`src/ipm_params.svh`:
```
// ipm_params.svh: constants for the inactivity power manager
// assumes: included by bare name; only `define definitions inside
`ifndef IPM_PARAMS_SVH
`define IPM_PARAMS_SVH

// ----------------------------------------------------------------
// time base
// ----------------------------------------------------------------
`define IPM_CLK_PERIOD_NS 100
`define IPM_TICK_PERIOD_NS 1000000000
`define IPM_CYC_PER_TICK (`IPM_TICK_PERIOD_NS / `IPM_CLK_PERIOD_NS)

// ----------------------------------------------------------------
// select codes and widths
// ----------------------------------------------------------------
`define IPM_SEL_W 3
`define IPM_RING_SEL_W 2
`define IPM_SECS_W 12
`define IPM_SEL_DISABLED 3'h0
`define IPM_RING_DISABLED 2'h0

// ----------------------------------------------------------------
// timeout tables in seconds, code 0 is disabled
// ----------------------------------------------------------------
`define IPM_DOZE_S1 12'h001
`define IPM_DOZE_S2 12'h004
`define IPM_DOZE_S3 12'h008
`define IPM_DOZE_S4 12'h010
`define IPM_SLEEP_M1 12'h03c
`define IPM_SLEEP_M2 12'h078
`define IPM_SLEEP_M3 12'h0f0
`define IPM_SLEEP_M4 12'h168
`define IPM_SLEEP_M5 12'h1e0
`define IPM_SLEEP_M6 12'h2d0
`define IPM_SLEEP_M7 12'h3c0
`define IPM_SUSP_M1 12'h12c
`define IPM_SUSP_M2 12'h258
`define IPM_SUSP_M3 12'h384
`define IPM_SUSP_M4 12'h4b0
`define IPM_SUSP_M5 12'h708
`define IPM_SUSP_M6 12'h960
`define IPM_SUSP_M7 12'he10
`define IPM_DISK_MINUTE 12'h03c
`define IPM_VID_S1 12'h005
`define IPM_VID_S2 12'h00a
`define IPM_VID_S3 12'h00f
`define IPM_VID_S4 12'h01e
`define IPM_VID_S5 12'h02d
`define IPM_VID_S6 12'h03c
`define IPM_VID_S7 12'h05a

// ----------------------------------------------------------------
// warning beeps: seconds of beeping before suspend
// ----------------------------------------------------------------
`define IPM_WARN_SECS 12'h004

`endif

```
`src/ipm_pkg.sv`:
```
// ipm_pkg.sv: types shared by the inactivity power manager
// assumes: ipm_params.svh is on the include path
`include "ipm_params.svh"
`default_nettype none

package ipm_pkg;

    // gray along full -> doze -> sleep -> suspend
    typedef enum logic [1:0]
    {
        IPM_FULL    = 2'h0,
        IPM_DOZE    = 2'h1,
        IPM_SLEEP   = 2'h3,
        IPM_SUSPEND = 2'h2
    } ipm_state_e;

    typedef logic [`IPM_SECS_W-1:0] ipm_secs_t;

endpackage

`default_nettype wire

```
`src/ipm_tick_gen.sv`:
```
// ipm_tick_gen.sv: one-second tick from the system clock
// assumes: clk_in is the system clock; tick is a one-cycle pulse
`include "ipm_params.svh"
`default_nettype none

module ipm_tick_gen
#(
    parameter int CYCLES = `IPM_CYC_PER_TICK
)
(
    input wire logic clk_in,
    input wire logic sys_rst_in,
    input wire logic clk_en_in,
    output logic tick_out
);

    logic [31:0] count;

    always_ff @(posedge clk_in or posedge sys_rst_in)
    begin
        if (sys_rst_in)
        begin
            count <= 32'h0;
            tick_out <= 1'b0;
        end
        else if (clk_en_in)
        begin
            if (count == 32'(CYCLES - 1))
            begin
                count <= 32'h0;
                tick_out <= 1'b1;
            end
            else
            begin
                count <= count + 32'h1;
                tick_out <= 1'b0;
            end
        end
    end

endmodule // ipm_tick_gen

`default_nettype wire

```
`src/ipm_power_manager.sv`:
```
// ipm_power_manager.sv: inactivity power manager, doze/sleep/suspend chain plus disk and display timers
// assumes: all inputs synchronous to clk_in; activity inputs are levels, high while activity is seen
//
// Overview of operation
// - power states only while management is enabled
// - doze after idle doze timeout
// - doze advances to sleep after sleep timeout
// - sleep advances to suspend after suspend timeout
// - disk standby after disk idle minutes
// - display standby after display idle timeout
// - activity restores display from standby at once
// - counted modem rings wake processor from suspend
// - optional warning beeps before suspend entry
`include "ipm_params.svh"
`default_nettype none

module ipm_power_manager
#(
    parameter int CYCLES_PER_SEC = `IPM_CYC_PER_TICK
)
(
    input wire logic clk_in,
    input wire logic sys_rst_in,
    input wire logic clk_en_in,
    input wire logic pm_enable_in,
    input wire logic [`IPM_SEL_W-1:0] doze_sel_in,
    input wire logic [`IPM_SEL_W-1:0] sleep_sel_in,
    input wire logic [`IPM_SEL_W-1:0] suspend_sel_in,
    input wire logic [`IPM_SEL_W-1:0] disk_sel_in,
    input wire logic [`IPM_SEL_W-1:0] video_sel_in,
    input wire logic [`IPM_RING_SEL_W-1:0] ring_sel_in,
    input wire logic warn_enable_in,
    input wire logic activity_in,
    input wire logic disk_activity_in,
    input wire logic ring_in,
    output logic [1:0] pm_state_out,
    output logic doze_out,
    output logic sleep_out,
    output logic suspend_out,
    output logic disk_standby_out,
    output logic video_standby_out,
    output logic cpu_wake_out,
    output logic beep_out
);

    // ----------------------------------------------------------------
    // time base
    // ----------------------------------------------------------------
    logic tick;

    ipm_tick_gen #(.CYCLES(CYCLES_PER_SEC)) u_tick
    (
        .clk_in(clk_in),
        .sys_rst_in(sys_rst_in),
        .clk_en_in(clk_en_in),
        .tick_out(tick)
    );

    // ----------------------------------------------------------------
    // timeout decode, zero means disabled
    // ----------------------------------------------------------------
    ipm_pkg::ipm_secs_t doze_limit;
    ipm_pkg::ipm_secs_t sleep_limit;
    ipm_pkg::ipm_secs_t susp_limit;
    ipm_pkg::ipm_secs_t disk_limit;
    ipm_pkg::ipm_secs_t vid_limit;
    logic [2:0] ring_limit;

    always_comb
    begin
        unique case (doze_sel_in)
            3'h1: doze_limit = `IPM_DOZE_S1;
            3'h2: doze_limit = `IPM_DOZE_S2;
            3'h3: doze_limit = `IPM_DOZE_S3;
            3'h4: doze_limit = `IPM_DOZE_S4;
            default: doze_limit = 12'h000;
        endcase
        unique case (sleep_sel_in)
            3'h1: sleep_limit = `IPM_SLEEP_M1;
            3'h2: sleep_limit = `IPM_SLEEP_M2;
            3'h3: sleep_limit = `IPM_SLEEP_M3;
            3'h4: sleep_limit = `IPM_SLEEP_M4;
            3'h5: sleep_limit = `IPM_SLEEP_M5;
            3'h6: sleep_limit = `IPM_SLEEP_M6;
            3'h7: sleep_limit = `IPM_SLEEP_M7;
            default: sleep_limit = 12'h000;
        endcase
        unique case (suspend_sel_in)
            3'h1: susp_limit = `IPM_SUSP_M1;
            3'h2: susp_limit = `IPM_SUSP_M2;
            3'h3: susp_limit = `IPM_SUSP_M3;
            3'h4: susp_limit = `IPM_SUSP_M4;
            3'h5: susp_limit = `IPM_SUSP_M5;
            3'h6: susp_limit = `IPM_SUSP_M6;
            3'h7: susp_limit = `IPM_SUSP_M7;
            default: susp_limit = 12'h000;
        endcase
        unique case (video_sel_in)
            3'h1: vid_limit = `IPM_VID_S1;
            3'h2: vid_limit = `IPM_VID_S2;
            3'h3: vid_limit = `IPM_VID_S3;
            3'h4: vid_limit = `IPM_VID_S4;
            3'h5: vid_limit = `IPM_VID_S5;
            3'h6: vid_limit = `IPM_VID_S6;
            3'h7: vid_limit = `IPM_VID_S7;
            default: vid_limit = 12'h000;
        endcase
        disk_limit = 12'(`IPM_DISK_MINUTE * disk_sel_in);
        unique case (ring_sel_in)
            2'h1: ring_limit = 3'h1;
            2'h2: ring_limit = 3'h2;
            2'h3: ring_limit = 3'h4;
            default: ring_limit = 3'h0;
        endcase
    end

    // ----------------------------------------------------------------
    // state chain
    // ----------------------------------------------------------------
    ipm_pkg::ipm_state_e state;
    ipm_pkg::ipm_state_e next_state;
    ipm_pkg::ipm_secs_t idle_secs;
    logic [2:0] ring_count;
    logic ring_prev;
    logic ring_rise;
    logic ring_wake;
    logic in_warn;

    assign ring_rise = ring_in && !ring_prev;
    // the ring that completes the count wakes the processor
    assign ring_wake = (ring_limit != 3'h0) && ring_rise && (ring_count + 3'h1 >= ring_limit);
    // warning window: the last few seconds of sleep before suspend
    assign in_warn = (state == ipm_pkg::IPM_SLEEP) && (susp_limit != 12'h000)
                     && (idle_secs + `IPM_WARN_SECS >= susp_limit);

    always_comb
    begin
        next_state = state;
        if (!pm_enable_in)
            next_state = ipm_pkg::IPM_FULL;
        else
        begin
            unique case (state)
                ipm_pkg::IPM_FULL:
                    if (!activity_in && doze_limit != 12'h000 && idle_secs >= doze_limit)
                        next_state = ipm_pkg::IPM_DOZE;
                ipm_pkg::IPM_DOZE:
                    if (activity_in)
                        next_state = ipm_pkg::IPM_FULL;
                    else if (sleep_limit != 12'h000 && idle_secs >= sleep_limit)
                        next_state = ipm_pkg::IPM_SLEEP;
                ipm_pkg::IPM_SLEEP:
                    if (activity_in)
                        next_state = ipm_pkg::IPM_FULL;
                    else if (susp_limit != 12'h000 && idle_secs >= susp_limit)
                        next_state = ipm_pkg::IPM_SUSPEND;
                // activity also wakes, so a user never stays locked out
                ipm_pkg::IPM_SUSPEND:
                    if (activity_in || ring_wake)
                        next_state = ipm_pkg::IPM_FULL;
            endcase
        end
    end

    always_ff @(posedge clk_in or posedge sys_rst_in)
    begin
        if (sys_rst_in)
            state <= ipm_pkg::IPM_FULL;
        else if (clk_en_in)
            state <= next_state;
    end

    // idle seconds in the current state; restarts on activity or state change
    always_ff @(posedge clk_in or posedge sys_rst_in)
    begin
        if (sys_rst_in)
            idle_secs <= 12'h000;
        else if (clk_en_in)
        begin
            if (activity_in || next_state != state || !pm_enable_in)
                idle_secs <= 12'h000;
            else if (tick && idle_secs != 12'hfff)
                idle_secs <= idle_secs + 12'h001;
        end
    end

    // rings count only in suspend
    always_ff @(posedge clk_in or posedge sys_rst_in)
    begin
        if (sys_rst_in)
        begin
            ring_prev <= 1'b0;
            ring_count <= 3'h0;
        end
        else if (clk_en_in)
        begin
            ring_prev <= ring_in;
            if (state != ipm_pkg::IPM_SUSPEND || next_state != ipm_pkg::IPM_SUSPEND)
                ring_count <= 3'h0;
            else if (ring_rise)
                ring_count <= ring_count + 3'h1;
        end
    end

    // ----------------------------------------------------------------
    // state outputs
    // ----------------------------------------------------------------
    always_ff @(posedge clk_in or posedge sys_rst_in)
    begin
        if (sys_rst_in)
        begin
            pm_state_out <= 2'h0;
            doze_out <= 1'b0;
            sleep_out <= 1'b0;
            suspend_out <= 1'b0;
            cpu_wake_out <= 1'b0;
        end
        else if (clk_en_in)
        begin
            pm_state_out <= next_state;
            doze_out <= (next_state == ipm_pkg::IPM_DOZE);
            sleep_out <= (next_state == ipm_pkg::IPM_SLEEP);
            suspend_out <= (next_state == ipm_pkg::IPM_SUSPEND);
            cpu_wake_out <= (state == ipm_pkg::IPM_SUSPEND) && (next_state == ipm_pkg::IPM_FULL);
        end
    end

    // beeper toggles once a second through the warning window
    always_ff @(posedge clk_in or posedge sys_rst_in)
    begin
        if (sys_rst_in)
            beep_out <= 1'b0;
        else if (clk_en_in)
        begin
            if (!warn_enable_in || !in_warn || next_state != ipm_pkg::IPM_SLEEP)
                beep_out <= 1'b0;
            else if (tick)
                beep_out <= !beep_out;
        end
    end

    // ----------------------------------------------------------------
    // standby timers: channel 0 disk, channel 1 display
    // ----------------------------------------------------------------
    // the disk restarts only on its own accesses, the display only on activity_in
    logic dev_clear [2];
    logic dev_standby [2];
    ipm_pkg::ipm_secs_t dev_limit [2];
    ipm_pkg::ipm_secs_t dev_secs [2];

    assign dev_clear[0] = disk_activity_in || disk_limit == 12'h000;
    assign dev_clear[1] = activity_in || vid_limit == 12'h000;
    assign dev_limit[0] = disk_limit;
    assign dev_limit[1] = vid_limit;

    for (genvar ch = 0; ch < 2; ch++)
    begin : g_standby
        always_ff @(posedge clk_in or posedge sys_rst_in)
        begin
            if (sys_rst_in)
            begin
                dev_secs[ch] <= 12'h000;
                dev_standby[ch] <= 1'b0;
            end
            else if (clk_en_in)
            begin
                if (dev_clear[ch])
                begin
                    dev_secs[ch] <= 12'h000;
                    dev_standby[ch] <= 1'b0;
                end
                else
                begin
                    if (tick && dev_secs[ch] != 12'hfff)
                        dev_secs[ch] <= dev_secs[ch] + 12'h001;
                    if (dev_secs[ch] >= dev_limit[ch])
                        dev_standby[ch] <= 1'b1;
                end
            end
        end
    end

    assign disk_standby_out = dev_standby[0];
    assign video_standby_out = dev_standby[1];

endmodule // ipm_power_manager

`default_nettype wire

```
`config.mk`:
```
export PLATFORM = sky130hd
export DESIGN_NAME = ipm_power_manager
export DESIGN_NICKNAME = d
export VERILOG_FILES = /design/src/ipm_pkg.sv /design/src/ipm_tick_gen.sv /design/src/ipm_power_manager.sv
export VERILOG_INCLUDE_DIRS = /design/src
export SDC_FILE = /design/constraint.sdc
export NUM_CORES = 1
export LEC_CHECK = 0
export CAP_MARGIN = 40
export CORE_MARGIN = 2
export CORE_UTILIZATION = 49
export CTS_CLUSTER_SIZE = 16
export DETAILED_ROUTE_END_ITERATION = 10
export DONT_BUFFER_PORTS = 1
export SLEW_MARGIN = 20
export SYNTH_ARGS = -nofsm -noshare
export SYNTH_HDL_FRONTEND = slang
export SYNTH_HIERARCHICAL = 1
export SYNTH_SLANG_ARGS = --single-unit
```
`constraint.sdc`:
```
create_clock -name clk_in -period 3.6 [get_ports clk_in]
set_clock_uncertainty 0.2 [all_clocks]
set_input_delay 0.18 -clock clk_in [delete_from_list [all_inputs] [get_ports clk_in]]
set_output_delay 0.18 -clock clk_in [all_outputs]
set_load 0.03 [all_outputs]
```
; Word level (Yosys, flattened, before mapping)
; Index checks and enable logic that the tools add are counted.
[totals]
reg_bits = 82
in_bits = 25
output_inout_bits = 9
[classes]
addsub = 6
mul = 1
order_cmp = 7
eq_ne = 42
mux = 29
reduce_logical = 49
[ops]
columns = op, n
row1 = one-hot mux 12 bit (7 select lines), 1
row2 = 2-to-1 mux 12 bit, 6
row3 = one-hot mux 10 bit (7 select lines), 1
row4 = greater-or-equal comparator 12 bit, 5
row5 = one-hot mux 7 bit (7 select lines), 1
row6 = == test 3 bit (second input constant), 13
row7 = adder 12 x 1 -> 12 bit (second input constant), 3
row8 = != test 12 bit (second input constant), 3
row9 = nonzero test 12 bit, 3
row10 = adder 32 x 1 -> 32 bit (second input constant), 1
row11 = == test 32 x 24 -> 1 bit (second input constant), 1
row12 = 2-to-1 mux 32 bit, 1
row13 = == test 3 x 2 -> 1 bit (second input constant), 8
row14 = logical NOT 12 bit, 2
row15 = one-hot mux 5 bit (4 select lines), 1
row16 = 2-to-1 mux 2 bit, 7
row17 = AND reduction 2 bit, 7
row18 = nonzero test 2 bit, 7
row19 = logical AND 1 bit, 13
row20 = adder 12 x 3 -> 12 bit (second input constant), 1
row21 = == test 2 bit (second input constant), 6
row22 = == test 3 x 1 -> 1 bit (second input constant), 4
row23 = greater-or-equal comparator 12 x 9 -> 1 bit, 1
row24 = one-hot mux 3 bit (3 select lines), 1
row25 = 13 further kinds, 37

; Logic depth before layout (Yosys ltp)
; Gate-level depths: netlist of run 1.
[depth]
ltp_word = 14
mapped_depth = 11
depth_no_buf = 11

; Hierarchy
; Netlist of run 1, hierarchy kept.
[by_module_without_submodules]
columns = module, instances, cells_each, area_per_inst_um2, seq_area_each_um2
row1 = ipm_power_manager, 1, 496, 4345.4, 1226.2
row2 = ipm_tick_gen, 1, 164, 1656.6, 825.8

; Worst setup path before layout of run 1
; No wires, ideal clock.
[synth_timing]
path_type = flip-flop to flip-flop
startpoint = register idle_secs[3]
endpoint = register beep_out
arrival_ns = 2.410
path_slack_ns = 0.869
stages_incl_launch_ff = 10
path_buffers = 0
synth_period_minus_slack_ns = 2.731
path_cell_list = dfrtp_1 -> ha_1 -> nand3_1 -> nor2_1 -> xor2_1 -> ha_1 -> a21o_1 -> a211o_1 -> o41a_1 -> a32o_1
[synth_between]
elab_chain_cells = 10
[synth_lines]
columns = element, line_no
row1 = from (decl), ipm_power_manager.sv:122  ; ipm_pkg::ipm_secs_t idle_secs;
row2 = from (signal assigned), ipm_power_manager.sv:183  ; idle_secs <= idle_secs + 12'h001;
row3 = "parallel branches: the longest is 7 deep, another holds adder 12 x 3 -> 12 bit", --
row4 = logical OR 1 bit *, ipm_power_manager.sv:235  ; if (!warn_enable_in || !in_warn || next_state != ipm_pkg::IPM_SLEEP)
row5 = nonzero test 2 bit (no line), --
row6 = AND reduction 2 bit (no line), --
row7 = to (signal assigned), ipm_power_manager.sv:238  ; beep_out <= !beep_out;
row8 = to (decl), ipm_power_manager.sv:43  ; output logic beep_out
; Every way passes the cells marked *.
; A chain may end at the register's enable or synchronous reset.

; Worst setup path in the final report of run 1
; Ends and elaborated chain as after synthesis.

==> reports/metrics.csv, run 1 <==
stage,metric,value,unit
timing,minimum clock period after layout,3.03,ns
die,I/O pin count,34,
clocking,Clock Root Buffer,clkbuf_16,
power_and_ir_drop,Pleak,3.03,nW
power_and_ir_drop,Power Density,357,nW/µm²
run,total of max-cap violations,0,
logic_synthesis,Yosys warnings,6,
timing,fin crit share,0.841,
clocking,clock transition at the registers of the reported paths,0.06,ns
placed_design,Port Buffers,0,
setup_path,Crit. End Element,flop,
setup_path,crit path launch,idle_secs[3]$_DFFE_PP0P_,
drt,Avg WL per Cell,16.6,µm
logic_synthesis,Mapped Area,6000,µm²
setup_path,crit path launch type,flop,
setup_path,worst-path maximum fanout,6,
setup_path,crit-path max cell delay,0.47,ns
clocking,Max Buffers Root-to-Sink,2,
placed_design,placed cell count,794,
placed_design,GPL Wtd Cong,0.897,
finish,fill count,1097,
grt,largest net degree at the start of global routing,34,
timing,Final Hold Fails,0,
logic_synthesis,"EDFF count, synth",0,
die,die area,13200,µm²
die,FP Rows,40,
worst_hold_path,Worst Hold Depth,3,
drt,Iter 0 DRT Violations,216,
finish,final cell count without fillers,819,
logic_synthesis,post-synthesis register bit count,82,
logic_synthesis,number of library cell types mapped by synthesis,71,
setup_path,RR Endpoint,beep_out$_DFFE_PP0P_,
clocking,clk_lat worst skew,0.33,ns
clocking,CTS Buf Count,9,
grt,number of global-route vias before repair,4832,
clocking,TritonCTS clock tree,built,
worst_hold_path,Min-Delay Startpoint,video_sel_in[2],
setup_path,Critical R2R Launch,idle_secs[3]$_DFFE_PP0P_,
setup_path,worst-path cell with the longest stage delay,dfrtp_1,
power_and_ir_drop,Final Total Pwr,2.33,mW
finish,Area Growth Syn to Fin,9.05,%
setup_path,crit-path cells,ha_1 -> nand3_1 -> nor2_1 -> xor2_1 -> ha_1 -> a21o_1 -> a211o_1 -> a311oi_1 -> a21oi_1 -> o41a_1 -> a32o_1,
drt,Routed WL,13.6,mm
setup_path,"setup slack, reg-to-reg",0.57,ns
die,Initial Util,0.502,
finish,layout cell share with drive strength beyond 1,0.0640,
power_and_ir_drop,VDD IR max,0.000254,V
drt,DR vias,4810,
clocking,total setup buffers inserted after CTS,0,
logic_synthesis,sequential area share after synthesis,0.342,
logic_synthesis,Post-Synthesis Cells,660,
timing,slew of the pin with the lowest slew margin,0.696,ns
grt,initial antenna violation count,0,
status,status,"finished, final reports clean",
drt,antenna-violating nets left,0,
grt,grt total ovfl,0,
worst_hold_path,Min-Delay Endpoint,video_standby_out$_DFFE_PP0P_,
timing,RSZ-0062 raised after global routing,no,
placed_design,half-perimeter wire length after placement,10.1,mm
drt,Via-to-Cell Ratio,5.87,
worst_hold_path,worst hold path class,in2reg,
setup_path,r2r worst-path depth,11,
drt,DRC errors left,0,
logic_synthesis,"Net Count, Synth",753,
timing,Slew HR,0.524,
setup_path,arrival time worst endpoint,3.05,ns
grt,first-pass GRT wire length,23.2,mm
setup_path,Worst EP required,3.62,ns
logic_synthesis,predominant post-synthesis flop cell,dfrtp_1,
placed_design,Area after DPL,6140,µm²
finish,most frequent cells in the layout,"82 x dfrtp_1, 67 x nor2_1, 65 x ha_1",
finish,# diodes,0,
setup_path,CP Class,reg2reg,
timing,Fin Setup TNS,0,ns
clocking,Clock H-tree levels,3,
clocking,TritonCTS Sinks,82,
timing,# setup viols final,0,
logic_synthesis,Avg Inst Size Synth,9.09,µm²
die,Core ar.,12000,µm²
drt,DRT Pass-1 Iters,5,
logic_synthesis,ys async rst share,1.00,
timing,Max Fclk,0.330,GHz
finish,fin area,6550,µm²
finish,"most common cell after layout, fill and taps aside",dfrtp_1,
setup_path,CP most frequent cell,ha_1,
timing,"Slew Viols, Final",0,
grt,Tot GR Track Use,0.220,
die,Horiz. Die Dim,115,µm
finish,layout net count,760,
die,Vert. Die Dim,115,µm
-- how the worst max path moves through the flow --
stage                     cells past startpoint                    to
after floorplan                               9  beep_out$_DFFE_PP0P_
after global placement                       11  beep_out$_DFFE_PP0P_
after detailed placement                     11  beep_out$_DFFE_PP0P_
after CTS                                    11  beep_out$_DFFE_PP0P_
after global routing                         11  beep_out$_DFFE_PP0P_
final                                        11  beep_out$_DFFE_PP0P_
-- worst max-delay path, delay by kind of cell, from the launching register on --
kind	cells	cell delay, ns
AO/OA/AOI/OAI	6	1.10
XOR/XNOR	1	0.18
adder cells (fa/ha/maj)	2	0.53
flip-flops	1	0.47
AND/OR/NAND/NOR	2	0.44
-- what timing repair did --
action,4_1_cts,5_1_grt
hold buffers,6,0
endpoints found under the setup margin,0,0
endpoints found under the hold margin,83,0
gates resized for setup,0,0
-- synth_stat cells (3+ instances only) --
master     n  area share
dfrtp_1   82        0.34
or2_2      3      0.0031
xnor2_1   39       0.057
a31oi_1    5      0.0052
mux2i_1    4      0.0067
buf_2      6      0.0050
nand2b_1   5      0.0052
nand2_1   57       0.036
ha_1      65        0.14
nand3_1   34       0.028
o311a_1    3      0.0050
a41oi_1    3      0.0044
nor4_1     7      0.0073
fa_1       3       0.010
or4_1      4      0.0050
nor2_1    67       0.042
and3_1    14       0.015
nor2b_1    8      0.0083
a31o_2     3      0.0044
and2_1     6      0.0063
o21ai_0   20       0.017
nor3b_1    5      0.0063
and4_1     6      0.0088
a21oi_1   29       0.024
nor3_1    20       0.017
o31ai_1    8       0.010
o211ai_1   6      0.0075
or3_1      5      0.0052
nand4_1   16       0.017
xor2_1    27       0.039
a21o_1     9       0.011
inv_1     32       0.020
a211oi_1   4      0.0050
clkbuf_1   8      0.0050
-- flip-flops by register name (all words and copies together), names as in the netlist, 2 cells and up --
signal        cells
u_tick/count     32
pm_state_out      2
ring_count        3
dev_secs         24
idle_secs        12
-- power breakdown --
part / switching (mW) / internal (mW) / leakage (nW)
Clock: 0.361 / 0.624 / 0.156
Combinational: 0.173 / 0.131 / 1.77
Sequential: 0.0772 / 0.968 / 1.11
Total: 0.611 / 1.72 / 3.03
-- through the flow --
step	hold slack, ns	worst slack, ns	util
global placement	-0.0135	0.706	0.513
global route	0.0510	0.288	0.547
floorplan	0.109	0.869	-
CTS	0.0245	0.603	0.545
detailed placement	-0.0105	0.615	0.513
finish	0.0361	0.571	0.547
-- layout make-up --
cell class	count	area (µm²)	share of cell area
clock buffer	11	243	0.0371
inverter	32	120	0.0184
tap	147	184	0.0281
sequential	82	2050	0.314
multi-input combinational	531	3770	0.575
timing repair buffer	11	103	0.0157
clock inverter	5	77.6	0.0119
-- per-layer routing --
| metal | part of all wire | track usage | vias to the layer above |
|---|---|---|---|
| met3 | 0.035 | 0.0397 | 15 |
| li1 | - | - | 2401 |
| met1 | 0.46 | 0.289 | 2327 |
| met5 | 0 | 0 | - |
| met2 | 0.49 | 0.373 | 67 |
| met4 | 0.012 | 0.0634 | 0 |
-- kinds of logic (layout without fill, tap and decap cells) --
logic type | Yosys count | count (layout) | synth area share
compound gates | 116 | 116 | 0.137
buf+inv | 47 | 59 | 0.0306
flops | 82 | 82 | 0.342
xor+xnor | 66 | 66 | 0.0963
mux | 6 | 6 | 0.0104
fa+ha+maj | 68 | 68 | 0.146
simple gates | 275 | 275 | 0.238
(Power assumes the default switching activity.)
==> run 2: changes to the inputs <==
==> constraint.sdc (replaced) <==
create_clock -name clk_in -period 2.8 [get_ports clk_in]
set_clock_uncertainty 0.2 [all_clocks]
set_input_delay 0.14 -clock clk_in [delete_from_list [all_inputs] [get_ports clk_in]]
set_output_delay 0.14 -clock clk_in [all_outputs]
set_load 0.03 [all_outputs]
==> run 2 against run 1 <==
  * The run now ends with hold timing left
  * Total power increased by 30%
  * Clock-buffer cell count decreased by 1
  * Fmax increased by 11%
  * Die area stayed put
  * Sequential share of layout area down 0.83 points
  * Setup slack worse by 0.49 ns
  * Final cell count up 2.4%
  * First-iteration DRC count fell by 12%
  * Combinational power up 31%
  * Via count up 2.5%
  * Routed wire length up 1.2%
  * Hold slack worse by 0.041 ns
  * Largest cell class unchanged
  * Highest routed layer unchanged
==> reports/metrics.csv, run 2 (synthesized netlist as in run 1, its figures left out) <==
stage,metric,value,unit
status,status,"finished, violations left",
status,violated checks,hold timing,
clocking,Clock H-tree levels,3,
setup_path,crit-path cells,and3_4 -> and3_1 -> and3_1 -> xor2_1 -> ha_1 -> a211o_1 -> a311oi_1 -> a21oi_1 -> o41a_1 -> a32o_1,
die,Horiz. Die Dim,115,µm
power_and_ir_drop,Pleak,3.13,nW
die,Initial Util,0.502,
timing,setup ws final,0.0786,ns
die,I/O pin count,34,
drt,antenna-violating nets left,0,
setup_path,"setup slack, reg-to-reg",0.08,ns
clocking,TritonCTS clock tree,built,
finish,Biggest register,u_tick/count,
die,Core ar.,12000,µm²
power_and_ir_drop,Final Total Pwr,3.03,mW
setup_path,Critical R2R Launch,idle_secs[2]$_DFFE_PP0P_,
finish,biggest regs,"u_tick/count: 32 flops, dev_secs: 24 flops, idle_secs: 12 flops",
timing,Slew HR,0.563,
clocking,CTS Buf Count,9,
finish,Area Growth Syn to Fin,12.0,%
drt,Via-to-Cell Ratio,5.87,
die,Vert. Die Dim,115,µm
clocking,Max Buffers Root-to-Sink,2,
clocking,Clock Root Buffer,clkbuf_16,
power_and_ir_drop,Power Density,450,nW/µm²
timing,# setup viols final,0,
placed_design,half-perimeter wire length after placement,10.4,mm
power_and_ir_drop,Switching Fraction,0.264,
timing,Max Fclk,0.367,GHz
grt,grt total ovfl,0,
setup_path,RR Endpoint,beep_out$_DFFE_PP0P_,
setup_path,Worst EP required,2.83,ns
timing,slew of the pin with the lowest slew margin,0.656,ns
setup_path,CP Class,reg2reg,
drt,Avg WL per Cell,16.4,µm
setup_path,CP most frequent cell,and3_1,
worst_hold_path,Min-Delay Startpoint,clk_en_in,
finish,FF+latch area,2050,µm²
timing,"Slew Viols, Final",0,
setup_path,worst-path cell with the longest stage delay,dfrtp_1,
finish,"most common cell after layout, fill and taps aside",dfrtp_1,
timing,Final Hold Fails,1,
setup_path,arrival time worst endpoint,2.75,ns
finish,final cell count without fillers,839,
setup_path,Crit. End Element,flop,
die,FP Rows,40,
finish,layout cell share with drive strength beyond 1,0.0968,
setup_path,worst-path maximum fanout,3,
timing,minimum clock period after layout,2.72,ns
finish,# diodes,0,
placed_design,placed cell count,811,
finish,final core occ,0.562,
finish,fin area,6720,µm²
timing,WHS,-0.00481,ns
power_and_ir_drop,NetSw,0.800,mW
placed_design,Area after DPL,6260,µm²
clocking,clk_lat worst skew,0.34,ns
setup_path,crit path launch type,flop,
power_and_ir_drop,Clk pwr share,0.426,
timing,fin crit share,0.972,
drt,DRC errors left,0,
finish,layout net count,780,
drt,DRT Pass-1 Iters,5,
finish,most frequent cells in the layout,"82 x dfrtp_1, 66 x nor2_1, 64 x ha_1",
clocking,clock transition at the registers of the reported paths,0.06,ns
grt,number of global-route vias before repair,4900,
placed_design,dpl ws,0.0909,ns
placed_design,GPL Wtd Cong,0.844,
clocking,TritonCTS Sinks,82,
worst_hold_path,worst hold path class,in2reg,
power_and_ir_drop,VDD IR max,0.000435,V
worst_hold_path,Min-Delay Endpoint,dev_secs[12]$_DFFE_PP0P_,
placed_design,Port Buffers,0,
grt,largest net degree at the start of global routing,34,
finish,area of the multi-input gates,3780,µm²
grt,Tot GR Track Use,0.225,
finish,fill count,1071,
run,total of max-cap violations,0,
grt,initial antenna violation count,0,
drt,Routed WL,13.8,mm
power_and_ir_drop,Logic pwr share,0.132,
setup_path,r2r worst-path depth,10,
timing,Fin Setup TNS,0,ns
worst_hold_path,Worst Hold Depth,2,
die,die area,13200,µm²
power_and_ir_drop,Cell Int Power,2.23,mW
drt,Iter 0 DRT Violations,190,
power_and_ir_drop,Seq pwr share,0.442,
drt,DR vias,4929,
setup_path,crit-path max cell delay,0.40,ns
finish,number of flip-flops in the largest register,32,
grt,first-pass GRT wire length,23.8,mm
## run 2: timing repair
| item | in CTS | in global routing |
|---|---|---|
| hold buffers | 7 | 0 |
| gates resized for setup | 0 | 4 |
| setup buffers | 0 | 4 |
| endpoints found under the hold margin | 82 | 0 |
| endpoints found under the setup margin | 0 | 1 |
## run 2: worst max-delay path: cells and delay by family, from the launching register on
kind	cells	cell delay (ns)
AO/OA/AOI/OAI	5	0.94
AND/OR/NAND/NOR	3	0.62
flip-flops	1	0.40
adder cells (fa/ha/maj)	1	0.30
XOR/XNOR	1	0.15
## run 2: power by group through the flow
stage / sequential (mW) / clock [mW] / combinational [mW]
2_1_floorplan: 1.34 / 0 / 0.316
3_3_place_gp: 1.36 / 0 / 0.369
3_5_place_dp: 1.36 / 0 / 0.382
4_1_cts: 1.34 / 1.32 / 0.400
5_1_grt: 1.35 / 1.36 / 0.462
6_report: 1.34 / 1.29 / 0.398
## run 2: area by class of cell
class	instances	share of cell area
multi-input combinational	531	0.562
sequential	82	0.305
tap	147	0.0274
timing repair buffer	31	0.0383
inverter	32	0.0179
clock buffer	10	0.0355
clock inverter	6	0.0134
## run 2: per-layer routing
layer / share of wire / vias to the layer above / global-route usage
met3: 0.045 / 19 / 0.0498
met4: 0.017 / 0 / 0.0553
met5: 0 / - / 0
met1: 0.45 / 2376 / 0.285
li1: - / 2441 / -
met2: 0.49 / 93 / 0.391
## run 2: how the worst max path moves through the flow
stage,end,slack (ns),cells past startpoint,startpoint
2_1_floorplan,beep_out$_DFFE_PP0P_,0.07,9,idle_secs[3]$_DFFE_PP0P_
3_3_place_gp,dev_secs[13]$_DFFE_PP0P_,0.14,7,disk_sel_in[0]
3_5_place_dp,dev_secs[13]$_DFFE_PP0P_,0.09,7,disk_sel_in[0]
4_1_cts,u_tick/count[26]$_DFFE_PP0P_,0.04,5,clk_en_in
5_1_grt,beep_out$_DFFE_PP0P_,-0.01,11,idle_secs[3]$_DFFE_PP0P_
6_report,beep_out$_DFFE_PP0P_,0.08,10,idle_secs[2]$_DFFE_PP0P_
==> run 3: changes to the inputs <==
--- a/config.mk
+++ b/config.mk
@@ -8,7 +8,7 @@
 export LEC_CHECK = 0
 export CAP_MARGIN = 40
 export CORE_MARGIN = 2
-export CORE_UTILIZATION = 49
+export CORE_UTILIZATION = 35
 export CTS_CLUSTER_SIZE = 16
 export DETAILED_ROUTE_END_ITERATION = 10
 export DONT_BUFFER_PORTS = 1
==> run 3 against run 2 <==
  * The flow now finishes without violations
  * Sequential cell count is the same
  * Global-route usage decreased by 6.0 points
  * Clock-buffer cell count is the same
  * Core utilization shrank 15 points
  * Final area increased by 1.6%
  * Sequential power about the same
  * Via count increased by 0.10%
  * Setup slack improved by 0.039 ns
  * Die area rose by 38%
  * Critical endpoint unchanged
  * Largest cell class unchanged
  * Highest routed layer unchanged
==> reports/metrics.csv, run 3 (synthesized netlist as in run 1, its figures left out) <==
stage,metric,value,unit
clocking,Clock H-tree levels,3,
drt,Avg WL per Cell,15.9,µm
setup_path,Crit. End Element,flop,
placed_design,half-perimeter wire length after placement,10.7,mm
setup_path,r2r worst-path depth,11,
grt,initial antenna violation count,0,
setup_path,RR Endpoint,beep_out$_DFFE_PP0P_,
finish,"most common cell after layout, fill and taps aside",dfrtp_1,
finish,most frequent cells in the layout,"80 x dfrtp_1, 66 x nor2_1, 64 x ha_1",
power_and_ir_drop,VDD IR max,0.000296,V
finish,layout cell share with drive strength beyond 1,0.0984,
setup_path,crit path launch type,flop,
drt,DR vias,4934,
clocking,clock transition at the registers of the reported paths,0.07,ns
drt,antenna-violating nets left,0,
worst_hold_path,Min-Delay Startpoint,activity_in,
clocking,CTS Buf Count,9,
drt,Via-to-Cell Ratio,5.42,
finish,fin area,6830,µm²
finish,Biggest register,u_tick/count,
worst_hold_path,Worst Hold Depth,4,
timing,WHS,0.0180,ns
drt,DRC errors left,0,
clocking,TritonCTS clock tree,built,
die,I/O pin count,34,
drt,Iter 0 DRT Violations,234,
timing,setup ws final,0.118,ns
power_and_ir_drop,Pleak,3.13,nW
run,total of max-cap violations,0,
setup_path,Worst EP required,2.83,ns
finish,# diodes,0,
die,die area,18200,µm²
status,status,"finished, final reports clean",
finish,area of the multi-input gates,3800,µm²
timing,"Slew Viols, Final",0,
timing,# setup viols final,0,
die,Initial Util,0.359,
setup_path,arrival time worst endpoint,2.71,ns
placed_design,placed cell count,883,
timing,Slew HR,0.546,
grt,number of global-route vias before repair,4996,
setup_path,Critical R2R Launch,idle_secs[2]$_DFFE_PP0P_,
grt,first-pass GRT wire length,24.3,mm
finish,layout net count,779,
setup_path,worst-path maximum fanout,3,
finish,final core occ,0.409,
die,Horiz. Die Dim,135,µm
timing,Max Fclk,0.373,GHz
finish,final cell count without fillers,911,
setup_path,CP Class,reg2reg,
setup_path,"setup slack, reg-to-reg",0.12,ns
clocking,Max Buffers Root-to-Sink,2,
drt,DRT Pass-1 Iters,4,
grt,Tot GR Track Use,0.165,
grt,grt total ovfl,0,
placed_design,Area after DPL,6360,µm²
clocking,Clock Root Buffer,clkbuf_16,
grt,largest net degree at the start of global routing,35,
finish,number of flip-flops in the largest register,32,
timing,slew of the pin with the lowest slew margin,0.679,ns
timing,minimum clock period after layout,2.68,ns
timing,fin crit share,0.958,
die,FP Rows,47,
clocking,clk_lat worst skew,0.34,ns
finish,Area Growth Syn to Fin,13.8,%
placed_design,dpl ws,0.0143,ns
worst_hold_path,Min-Delay Endpoint,ring_count[2]$_DFFE_PP0P_,
clocking,TritonCTS Sinks,82,
finish,FF+latch area,2050,µm²
die,Core ar.,16700,µm²
finish,fill count,1679,
placed_design,GPL Wtd Cong,0.872,
timing,Final Hold Fails,0,
finish,biggest regs,"u_tick/count: 32 flops, dev_secs: 24 flops, idle_secs: 12 flops",
placed_design,Port Buffers,0,
drt,Routed WL,14.5,mm
worst_hold_path,worst hold path class,in2reg,
power_and_ir_drop,Power Density,442,nW/µm²
die,Vert. Die Dim,135,µm
==> run 3: cell types whose count changed in the layout (fill, tap and decap cells not counted), moves of 2 or more <==
cell        change
buf_4           -3
clkinvlp_4      +2
dfrtp_1         -2
dfrtp_2         +2
==> run 3: through the flow <==
| step | total power [mW] | setup TNS (ns) |
|---|---|---|
| 6_report | 3.02 | 0 |
| 5_1_grt | 3.18 | -0.0394 |
| 4_1_cts | 3.04 | 0 |
| 3_5_place_dp | 1.75 | 0 |
| 3_3_place_gp | 1.73 | 0 |
| 2_1_floorplan | 1.65 | 0 |
==> run 3: how the worst max path moves through the flow <==
stage | end | start | slack [ns] | depth (start not counted)
finish | beep_out$_DFFE_PP0P_ | idle_secs[2]$_DFFE_PP0P_ | 0.12 | 11
floorplan | beep_out$_DFFE_PP0P_ | idle_secs[3]$_DFFE_PP0P_ | 0.07 | 9
detailed placement | dev_secs[13]$_DFFE_PP0P_ | disk_sel_in[0] | 0.01 | 7
global placement | beep_out$_DFFE_PP0P_ | idle_secs[4]$_DFFE_PP0P_ | 0.12 | 10
global route | beep_out$_DFFE_PP0P_ | idle_secs[2]$_DFFE_PP0P_ | -0.04 | 11
CTS | idle_secs[6]$_DFFE_PP0P_ | clk_en_in | 0.03 | 7
==> run 3: worst max-delay path, stage by stage (launching register included) <==
cell and delay [ns]:
dfrtp_1 0.38, ha_2 0.20, nand3_2 0.09, nor2_2 0.14
xor2_1 0.18, ha_1 0.26, a21o_1 0.19, a211o_1 0.32
a311oi_2 0.19, a21oi_1 0.07, o41a_1 0.12, a32o_1 0.23
==> run 3: routing by layer <==
| layer | up-vias | wire [µm] | GRT usage |
|---|---|---|---|
| li1 | 2439 | - | - |
| met2 | 94 | 7160 | 0.285 |
| met5 | - | 0 | 0 |
| met1 | 2381 | 6490 | 0.208 |
| met3 | 20 | 586 | 0.0375 |
| met4 | 0 | 267 | 0.0446 |
==> run 3: report_power, final <==
| part | leakage, nW | internal (mW) | switching, mW |
|---|---|---|---|
| combinational | 1.88 | 0.178 | 0.231 |
| sequential | 1.10 | 1.24 | 0.0978 |
| clock | 0.145 | 0.782 | 0.483 |
| total | 3.13 | 2.21 | 0.812 |
==> run 3: area by class of cell <==
class | count | area share
Inverter | 32 | 0.0176
Tap cell | 220 | 0.0403
Sequential cell | 82 | 0.301
Timing Repair Buffer | 30 | 0.0383
Multi-Input combinational cell | 531 | 0.556
Clock buffer | 10 | 0.0335
Clock inverter | 6 | 0.0134
==> run 3: what timing repair did <==
action | 4_1_cts | 5_1_grt
hold buffers | 8 | 0
endpoints found under the setup margin | 0 | 1
endpoints found under the hold margin | 106 | 0
setup buffers | 0 | 3
resized for setup | 0 | 9
